--- src/rtl/par_pkg.sv ---
// package: constants for the pulse axis output routing block
package par_pkg;
    localparam int NUM_AXES = 4;
    localparam int DIR_OFFSET = 4;
    localparam int NUM_OUTS = 8;
    // direction settle lead before the first pulse, in ns
    localparam int DIR_SETUP_NS = 100;
    localparam int CLK_PERIOD_NS = 20;
    localparam int DIR_SETUP_CYC =
        (DIR_SETUP_NS + CLK_PERIOD_NS - 1) / CLK_PERIOD_NS;
    localparam logic [3:0] SETUP_W = 4'h0;
    localparam logic MODE_SEPARATE = 1'b0;
    localparam logic MODE_PULSE_DIR = 1'b1;
    typedef enum logic [1:0] {
        PAR_IDLE,
        PAR_SETUP,
        PAR_RUN
    } par_state_t;
endpackage : par_pkg

--- src/rtl/par_router.sv ---
// module: routes axis pulse and direction onto main unit and adapter outputs
//
// Contract
// [RL1] adapter outputs numbered as main unit; axes 1-2 first, 3-4 second
// [RL2] separate-trains mode: destination output carries forward pulse train
// [RL3] separate-trains mode: companion four above carries reverse train
// [RL4] pulse-plus-direction: destination carries pulses, companion direction
// [RL5] destination output n pairs with direction output n plus four
// [RL6] program assigns no other function to reserved direction outputs
// [RL7] homing clear signal shares the axis direction output by default
// [RL8] program moves clear signal elsewhere when it must really be emitted
// [RL9] active pulse instruction drives main output, indicator and adapter
// [RL10] program keeps pulse frequency below drive unit maximum input
// [RL11] direction settles before first pulse and holds until last pulse ends
module par_router
    import par_pkg::*;
#(
    parameter int AXES = NUM_AXES
) (
    // clock and reset
    input wire logic mclk,
    input wire logic rst_n,
    // output-method switch per adapter, a pin: 0 separate, 1 pulse+dir
    input wire logic [1:0] method_sw,
    // positioning engine, one bit per axis, same clock
    input wire logic [AXES-1:0] axis_active,
    input wire logic [AXES-1:0] axis_pulse,
    input wire logic [AXES-1:0] axis_reverse,
    input wire logic [AXES-1:0] axis_homing,
    input wire logic [AXES-1:0] axis_clear,
    input wire logic [AXES-1:0] clear_moved,
    // outputs
    output logic [2*AXES-1:0] main_out,
    output logic [2*AXES-1:0] main_led,
    output logic [2*AXES-1:0] adp_out,
    output logic [AXES-1:0] pulse_allowed
);
    // switch synchroniser
    logic [1:0] sw_meta_ff;
    logic [1:0] sw_ff;
    logic [AXES-1:0] pulse_q_ff, nxt_pulse_q;
    logic [2*AXES-1:0] nxt_main_out;
    logic [2*AXES-1:0] nxt_adp_out;
    logic [AXES-1:0] allowed_ff, nxt_allowed;
    par_state_t st_ff [AXES];
    par_state_t nxt_st [AXES];
    logic [3:0] cnt_ff [AXES];
    logic [3:0] nxt_cnt [AXES];
    logic [AXES-1:0] dir_ff, nxt_dir;

    // two flops on the switch pin before any use
    always_ff @(posedge mclk or negedge rst_n) begin
        if (!rst_n) begin
            sw_meta_ff <= 2'h0;
            sw_ff <= 2'h0;
        end else begin
            sw_meta_ff <= method_sw;
            sw_ff <= sw_meta_ff;
        end
    end

    genvar g;
    generate
        for (g = 0; g < AXES; g++) begin : g_axis
            logic mode;
            logic fwd_o;
            logic rev_o;
            assign mode = sw_ff[g / 2]; // axes 0,1 adapter 1; 2,3 adapter 2 RL1

            // direction hold state: latch before pulses, keep till move ends
            always_comb begin
                nxt_st[g] = st_ff[g];
                nxt_cnt[g] = cnt_ff[g];
                nxt_dir[g] = dir_ff[g];
                nxt_allowed[g] = 1'b0;
                // gate pulses until RUN so none beat the direction level
                nxt_pulse_q[g] = axis_pulse[g] & (st_ff[g] == PAR_RUN);
                case (st_ff[g])
                    PAR_IDLE: begin
                        if (axis_active[g]) begin
                            nxt_dir[g] = axis_reverse[g]; // RL11
                            nxt_cnt[g] = 4'(DIR_SETUP_CYC - 1);
                            nxt_st[g] = PAR_SETUP;
                        end
                    end
                    PAR_SETUP: begin
                        if (!axis_active[g]) begin
                            nxt_st[g] = PAR_IDLE;
                        end else if (cnt_ff[g] == SETUP_W) begin
                            nxt_st[g] = PAR_RUN;
                            nxt_allowed[g] = 1'b1;
                        end else begin
                            nxt_cnt[g] = cnt_ff[g] - 4'h1;
                        end
                    end
                    PAR_RUN: begin
                        nxt_allowed[g] = axis_active[g];
                        // idle only after the last pulse has gone low RL11
                        if (!axis_active[g] && !pulse_q_ff[g]) begin
                            nxt_st[g] = PAR_IDLE;
                        end
                    end
                    default: nxt_st[g] = PAR_IDLE;
                endcase
            end

            always_ff @(posedge mclk or negedge rst_n) begin
                if (!rst_n) begin
                    st_ff[g] <= PAR_IDLE;
                    cnt_ff[g] <= 4'h0;
                    dir_ff[g] <= 1'b0;
                    allowed_ff[g] <= 1'b0;
                    pulse_q_ff[g] <= 1'b0;
                end else begin
                    st_ff[g] <= nxt_st[g];
                    cnt_ff[g] <= nxt_cnt[g];
                    dir_ff[g] <= nxt_dir[g];
                    allowed_ff[g] <= nxt_allowed[g];
                    pulse_q_ff[g] <= nxt_pulse_q[g];
                end
            end

            // pulses only pass once direction is settled
            always_comb begin
                fwd_o = 1'b0;
                rev_o = 1'b0;
                if (mode == MODE_SEPARATE) begin
                    fwd_o = pulse_q_ff[g] & ~dir_ff[g]; // RL2
                    rev_o = pulse_q_ff[g] & dir_ff[g]; // RL3
                end else begin
                    fwd_o = pulse_q_ff[g]; // RL4
                    rev_o = (st_ff[g] != PAR_IDLE) ? dir_ff[g] : 1'b0; // RL4
                end
                // homing: clear shares the direction output unless moved RL7
                if (axis_homing[g] && axis_clear[g] && !clear_moved[g]) begin
                    rev_o = 1'b1; // RL7
                end
                nxt_adp_out[g] = fwd_o;
                nxt_adp_out[g + DIR_OFFSET] = rev_o; // RL5
                nxt_main_out[g] = fwd_o; // RL9
                nxt_main_out[g + DIR_OFFSET] = rev_o; // RL9
            end
        end
    endgenerate

    // output registers; indicator mirrors main output so a lamp never lies
    always_ff @(posedge mclk or negedge rst_n) begin
        if (!rst_n) begin
            main_out <= '0;
            main_led <= '0;
            adp_out <= '0;
            pulse_allowed <= '0;
        end else begin
            main_out <= nxt_main_out; // RL9
            main_led <= nxt_main_out; // RL9
            adp_out <= nxt_adp_out; // RL1
            pulse_allowed <= allowed_ff;
        end
    end

    // checks; each axis picked where the bench drives that mode
    a_led_tracks: assert property ( // RL9
        @(posedge mclk) disable iff (!rst_n)
        main_led == main_out
    ) else $error("led differs from output");
    a_adp_equal: assert property ( // RL1
        @(posedge mclk) disable iff (!rst_n)
        adp_out == main_out
    ) else $error("adapter differs from main");
    a_pair_sep: assert property ( // RL3
        @(posedge mclk) disable iff (!rst_n)
        (sw_ff[0] == MODE_SEPARATE && $stable(sw_ff) && !axis_homing[0])
        |=> !(adp_out[0] && adp_out[4])
    ) else $error("both trains high");
    a_fwd_sep: assert property ( // RL2
        @(posedge mclk) disable iff (!rst_n)
        (sw_ff[0] == MODE_SEPARATE && pulse_q_ff[0] && dir_ff[0])
        |=> !adp_out[0]
    ) else $error("forward pulse while reverse");
    a_pd_pulse: assert property ( // RL4
        @(posedge mclk) disable iff (!rst_n)
        (sw_ff[0] == MODE_PULSE_DIR) |=> adp_out[0] == $past(pulse_q_ff[0])
    ) else $error("pulse train wrong");
    a_setup_wait: assert property ( // RL11
        @(posedge mclk) disable iff (!rst_n)
        (st_ff[0] == PAR_IDLE && axis_active[0]) |=> !pulse_q_ff[0]
    ) else $error("pulse before direction settled");
    a_dir_hold: assert property ( // RL11
        @(posedge mclk) disable iff (!rst_n)
        (st_ff[0] == PAR_RUN) |=> $stable(dir_ff[0])
    ) else $error("direction moved mid move");
    a_clear_share: assert property ( // RL7
        @(posedge mclk) disable iff (!rst_n)
        (axis_homing[2] && axis_clear[2] && !clear_moved[2]) |=> adp_out[6]
    ) else $error("clear not on direction output");
    a_pair_ax3: assert property ( // RL5
        @(posedge mclk) disable iff (!rst_n)
        (sw_ff[1] == MODE_PULSE_DIR && st_ff[3] == PAR_RUN && !axis_homing[3])
        |=> main_out[7] == $past(dir_ff[3])
    ) else $error("axis four pairing lost");
    a_clear_moved: assert property ( // RL7
        @(posedge mclk) disable iff (!rst_n)
        (axis_homing[1] && axis_clear[1] && clear_moved[1] &&
            sw_ff[0] == MODE_SEPARATE && !pulse_q_ff[1]) |=> !adp_out[5]
    ) else $error("relocated clear still on direction output");
    a_pd_dir: assert property ( // RL4
        @(posedge mclk) disable iff (!rst_n)
        (sw_ff[0] == MODE_PULSE_DIR && st_ff[0] == PAR_RUN && !axis_homing[0])
        |=> adp_out[4] == $past(dir_ff[0])
    ) else $error("direction level wrong");
    a_idle_quiet: assert property ( // RL5
        @(posedge mclk) disable iff (!rst_n)
        (st_ff[1] == PAR_IDLE && !pulse_q_ff[1] && !axis_homing[1])
        |=> !adp_out[1] && !adp_out[5]
    ) else $error("idle axis drives its pair");
    a_sep_rev: assert property ( // RL3
        @(posedge mclk) disable iff (!rst_n)
        (sw_ff[1] == MODE_SEPARATE && pulse_q_ff[2] && dir_ff[2] &&
            !axis_homing[2]) |=> adp_out[6] && !adp_out[2]
    ) else $error("reverse train not on companion");
    a_allow_run: assert property ( // RL11
        @(posedge mclk) disable iff (!rst_n)
        (st_ff[0] == PAR_SETUP && cnt_ff[0] == SETUP_W && axis_active[0])
        |=> st_ff[0] == PAR_RUN ##1 pulse_allowed[0]
    ) else $error("run not entered after settle");
    a_setup_cnt: assert property ( // RL11
        @(posedge mclk) disable iff (!rst_n)
        (st_ff[1] == PAR_SETUP) |-> cnt_ff[1] <= 4'(DIR_SETUP_CYC - 1)
    ) else $error("settle count out of range");
    c_run: cover property (@(posedge mclk) st_ff[0] == PAR_RUN);
    c_pd_fwd: cover property (@(posedge mclk) sw_ff[0] && adp_out[0]);
    c_pd_rev: cover property (@(posedge mclk) sw_ff[1] && adp_out[6]);
    c_clear: cover property (@(posedge mclk) axis_homing[2] && adp_out[6]);
    c_sep_rev: cover property (@(posedge mclk) !sw_ff[0] && adp_out[4]);
endmodule : par_router

--- config.mk ---
export PLATFORM = sky130hd
export DESIGN_NAME = par_router
export DESIGN_NICKNAME = d
export VERILOG_FILES = /design/src/rtl/par_pkg.sv /design/src/rtl/par_router.sv
export SDC_FILE = /design/constraint.sdc
export NUM_CORES = 1
export LEC_CHECK = 0
export ABC_AREA = 0
export BUFFER_PORTS_ARGS = -buffer_cell sky130_fd_sc_hd__buf_2
export CELL_PAD_IN_SITES_DETAIL_PLACEMENT = 2
export CELL_PAD_IN_SITES_GLOBAL_PLACEMENT = 2
export CORE_MARGIN = 5
export CORE_UTILIZATION = 30
export DETAILED_ROUTE_END_ITERATION = 12
export GPL_TIMING_DRIVEN = 0
export PLACE_DENSITY = 0.83
export SLEW_MARGIN = 20
export SYNTH_ARGS = -nofsm -noshare
export SYNTH_HDL_FRONTEND = slang
export SYNTH_SLANG_ARGS = --single-unit
--- constraint.sdc ---
create_clock -name mclk -period 3 [get_ports mclk]
set_input_delay 0.9 -clock mclk [delete_from_list [all_inputs] [get_ports mclk]]
set_output_delay 0.9 -clock mclk [all_outputs]
set_load 0.005 [all_outputs]
Word level (Yosys, flattened, before mapping)
Index checks and enable logic that the tools add are counted.
{"block": "op_classes", "n_reduce_logical": 52, "multipliers": 0, "bitwise": 16, "add_sub_neg": 4, "mux": 64, "div_mod_pow": 0, "shift": 0, "magnitude_cmp": 0, "n_eq_ne": 28}
{"operator": "$mux W4", "count": 12}
{"operator": "$mux W2", "count": 16}
{"operator": "$pmux W4 S2", "count": 4}
{"operator": "$mux W1", "count": 24}
{"operator": "$ne A2 B2 Y1 const B", "count": 12}
{"operator": "$pmux W2 S3", "count": 4}
{"operator": "$logic_not A4 Y1", "count": 4}
{"operator": "$reduce_and A4 Y1", "count": 4}
{"operator": "$reduce_bool A2 Y1", "count": 8}
{"operator": "$sub A4 B1 Y4 const B", "count": 4}
{"operator": "$and A1 B1 Y1", "count": 12}
{"operator": "$logic_and A1 B1 Y1", "count": 12}
{"operator": "$logic_not A1 Y1", "count": 12}
{"operator": "$ne A3 B3 Y1 const B", "count": 4}
{"operator": "$reduce_and A3 Y1", "count": 4}
{"operator": "$eq A2 B1 Y1 const B", "count": 4}
{"operator": "$eq A2 B2 Y1 const B", "count": 4}
{"operator": "$logic_not A2 Y1", "count": 4}
{"operator": "$ne A2 B1 Y1 const B", "count": 4}
{"operator": "$pmux W1 S2", "count": 4}
{"operator": "$reduce_and A2 Y1", "count": 4}
{"operator": "$not A1 Y1", "count": 4}
{"block": "word_totals", "romBits": 0, "out_inout_bits": 28, "n_memories": 0, "latchBits": 0, "input_bits": 28, "regBits": 52, "ram_bits": 0, "word_cells": 188}

Logic depth before layout (Yosys ltp)
{"block": "logic_depth", "depth_word": 4, "depth_mapped": 6, "depth_no_buf": 5}

Least setup slack after synthesis
Ideal clock, no wire load.
{"block": "synth_path", "kind": "input -> register", "startpoint": "in axis_active[2]", "endpoint": "reg st_ff[2] (netlist name)", "setup_slack_ps": 1301, "arrival_time_ps": 1565, "t_required_ps": 2867, "path_buffers": 1, "path_stages": 4, "path_cell_list": "buf_2 o21a_1 a311oi_1 o32ai_1"}
{"block": "synth_via", "elab_chain_len": 4, "word_cells_on_any_way": 8}
{"element": "start, declared", "line": "par_router.sv:26", "rtl": "input wire logic [AXES-1:0] axis_active,"}
{"element": "$logic_not A1 Y1", "line": "par_router.sv:99", "rtl": "if (!axis_active[g] && !pulse_q_ff[g]) begin"}
{"element": "$logic_and A1 B1 Y1", "line": "par_router.sv:99"}
{"element": "$ne A2 B1 Y1 (no source line)"}
{"element": "$reduce_and A3 Y1 (no source line)"}
{"element": "end signal, assigned by index", "line": "par_router.sv:115", "rtl": "st_ff[g] <= nxt_st[g];"}
{"element": "end, declared", "line": "par_router.sv:45", "rtl": "par_state_t st_ff [AXES];"}
Parallel ways exist; a longest one is shown, timed or not.
A chain may end at the register's enable or synchronous reset.

==> reports/metrics.csv <==
metric;value;unit
Synth Cell Area;0.00272;mm2
total internal power;1590;uW
first-pass iteration count of the detailed router;4;
Core Region;0.00881;mm2
fraction of power consumed by sequential logic;0.409;
DRC violation count after routing;0;
floorplan die height;105;um
number of nets produced by synthesis;314;
Combinational Power Share;0.430;
flops & latches, synth;52;
normalized max-slew margin;0.537;
buffers inserted during post-CTS setup optimization;0;
Mapped Cells;270;
Hold WS;359;ps
maximum level of the CTS H-tree;2;
maximum clock skew at final layout;8.22;ps
proportion of synthesized chip area in sequential cells;0.478;
wire length per cell after detailed routing;15.8;um
net switching power;1030;uW
total routing usage reported by global routing;0.130;
number of enable flip-flop cells after synthesis;0;
count of unique library cells instantiated by Yosys;46;
Area Growth Syn to Fin;18.1;%
final std cell area, no fill;0.00322;mm2
period utilization;0.630;
IO buf count;52;
1st-iter DRT viols;25;
DRT Wirelength;6910;um
slew of the pin with the lowest slew margin;695;ps
share of post-route cells with drive strength above 1;0.279;
Clk network pwr share;0.161;
clock insertion delay at the later pin of the skew report;300;ps
maximum number of pins on one net before global-route repair;53;
power per unit of standard cell area;815;mW/mm2
worst endpoint data arrival time;990;ps
Via-to-Cell Ratio;4.95;
total number of vias;2170;
mean cell area of the mapped netlist;10.1;um2
clock period minus final worst setup slack;1890;ps
clk slew on worst S/H paths;90;ps
via count of the first global-routing pass;2501;
Top-Level Pins;56;
HPWL after DPL;5310;um
data required time at the worst endpoint;2100;ps
Final GP Congestion;0.737;
Fmax achieved;529;MHz
n_diodes;0;
CP Class;reg2out;
clock root buffer master;clkbuf_8;
Peak supply drop;0.000352;V
Post-synth ARST share;1.00;
number of nets in the final layout;373;
Final Slew Violations;0;
initial antenna violation count;0;
total negative slack;0;ps
global route overflow;0;
sinks on the clock net;52;
final setup vio count;0;
CTS Hold Buffers Added;0;
class of the most critical hold timing path;reg2reg;
CTS buffer count;5;
DIE AREA;0.0111;mm2
die outline width;105;um
unrepaired setup endpoints after global routing;false;
wire length of the first global-routing pass;11900;um
Lkg Pwr;0.00156;uW
Setup crit end kind;primary output;
number of warnings reported in the yosys synthesis log;0;
TritonCTS clock tree;done;
CP startpoint kind;flop;
number of max-cap violations;0;
Rows;34;
post-route core utilization;0.365;
Max FO, Critical Path;3;
Switching Share;0.394;
Fin. Hold Viols;0;
post-cts resize count;0;
most frequently used flop master after synthesis;dfrtp_1;
maximum buffer depth of the clock tree;2;
outcome;finished, final reports clean;
initial cell density of the core;0.309;
post-placement cell area;0.00312;mm2
remaining number of nets flagged by the antenna check after routing;0;
## cell type report
type | count | area [um2]
Sequential cell | 52 | 1300
Fill cell | 982 | 5590
Multi-Input combinational cell | 167 | 1160
Clock inverter | 1 | 7.51
Buffer | 24 | 156
Timing Repair Buffer | 52 | 263
Inverter | 27 | 101
Tap cell | 108 | 135
Clock buffer | 7 | 86.3
## cell usage in the layout, fill, tap and decap left out, types with 2 or more instances in the layout
master     synthesis  layout
mux2_2             4       4
clkbuf_8           0       6
dfrtp_1           52      52
o221a_2            2       2
and2_1             4       4
mux2i_1            2       2
nand2_1           35      35
a22o_1             3       3
o211ai_1           5       5
o21a_1             3       3
nor3_1             4       4
a21boi_0           4       4
buf_4             16      17
a2bb2oi_1          2       2
inv_1             27      27
a21oi_1            6       6
o32ai_1            3       3
ha_1              16      16
a311oi_1           3       3
nand3_1           11      11
or3b_4             3       3
nor3b_1            5       5
nor2_1             6       6
clkbuf_1           3       4
o21ai_0           17      17
o311ai_0           8       8
buf_2              5      56
nand3b_1           2       2
## state kept, by name (all words and copies together) (netlist names)
signal         cells
cnt_ff            16
adp_out            8
st_ff              8
allowed_ff         4
dir_ff             4
pulse_allowed      4
pulse_q_ff         4
sw_ff              2
sw_meta_ff         2
## routing by layer
metal,vias to the layer above,global-route usage,part of all wire
li1,1047,-,-
met1,1073,0.154,0.44
met2,43,0.232,0.51
met3,7,0.0257,0.036
met4,0,0.0459,0.016
met5,-,0,0
## critical path, cell delays in order, from the launching register on
cell	delay (ps)
dfrtp_1	430
buf_4	150
buf_2	110
## power groups by stage
stage	Clock, uW	Combinational (uW)	Sequential (uW)
detailed placement	0	1140	1090
global route	472	1280	1100
CTS	449	1150	1070
global placement	0	1070	1070
finish	423	1130	1070
floorplan	0	817	1030
## kinds of logic (layout without fill, tap and decap cells)
group	after synthesis	count (layout)	share of synthesized area
AO/OA/AOI/OAI	67	67	0.181
adder cells (fa/ha/maj)	16	16	0.0735
buffers and inverters	51	111	0.0946
flip-flops	52	52	0.478
multiplexers	6	6	0.0239
AND/OR/NAND/NOR	78	78	0.149
## final timing paths
check / end / cells after the start / startpoint / slack, ps
worst max register to register: st_ff[0]$_DFFE_PN0P_ / 5 / cnt_ff[0]$_DFFE_PN0P_ / 1240
worst min register to register: pulse_allowed[2]$_DFF_PN0_ / 0 / allowed_ff[2]$_DFF_PN0_ / 360
min in group asynchronous: allowed_ff[3]$_DFF_PN0_ / 1 / rst_n / 620
max in group asynchronous: cnt_ff[5]$_DFFE_PN0P_ / 1 / rst_n / 1900
worst min-delay path: pulse_allowed[2]$_DFF_PN0_ / 0 / allowed_ff[2]$_DFF_PN0_ / 360
worst max-delay path: main_led[6] / 2 / adp_out[6]$_DFF_PN0_ / 1110
## per-stage QoR
stage	total power, uW	setup WS (ps)	cells
finish	2620	1110	438
global route	2850	1070	438
CTS	2670	1080	438
detailed placement	2230	978	430
global placement	2140	1020	430
floorplan	1850	1300	270
## cell usage after synthesis, drive strengths merged (2+ instances only)
library cell	instances	area share
o311ai	8	0.026
a21oi	6	0.011
mux2i	2	0.0073
o21a	3	0.0083
a21boi	4	0.011
ha	16	0.073
or3b	4	0.016
nand3	11	0.020
a2bb2oi	2	0.0064
a22o	3	0.0096
o21ai	17	0.031
o221a	2	0.0083
nand3b	2	0.0055
inv	27	0.037
clkbuf	3	0.0041
o211ai	5	0.014
o32ai	4	0.016
buf	21	0.053
a311oi	3	0.0096
nor3b	6	0.018
mux2	4	0.017
nand2	35	0.048
and2	4	0.0092
nor2	6	0.0083
dfrtp	52	0.48
nor3	5	0.011
(Power assumes the default switching activity.)
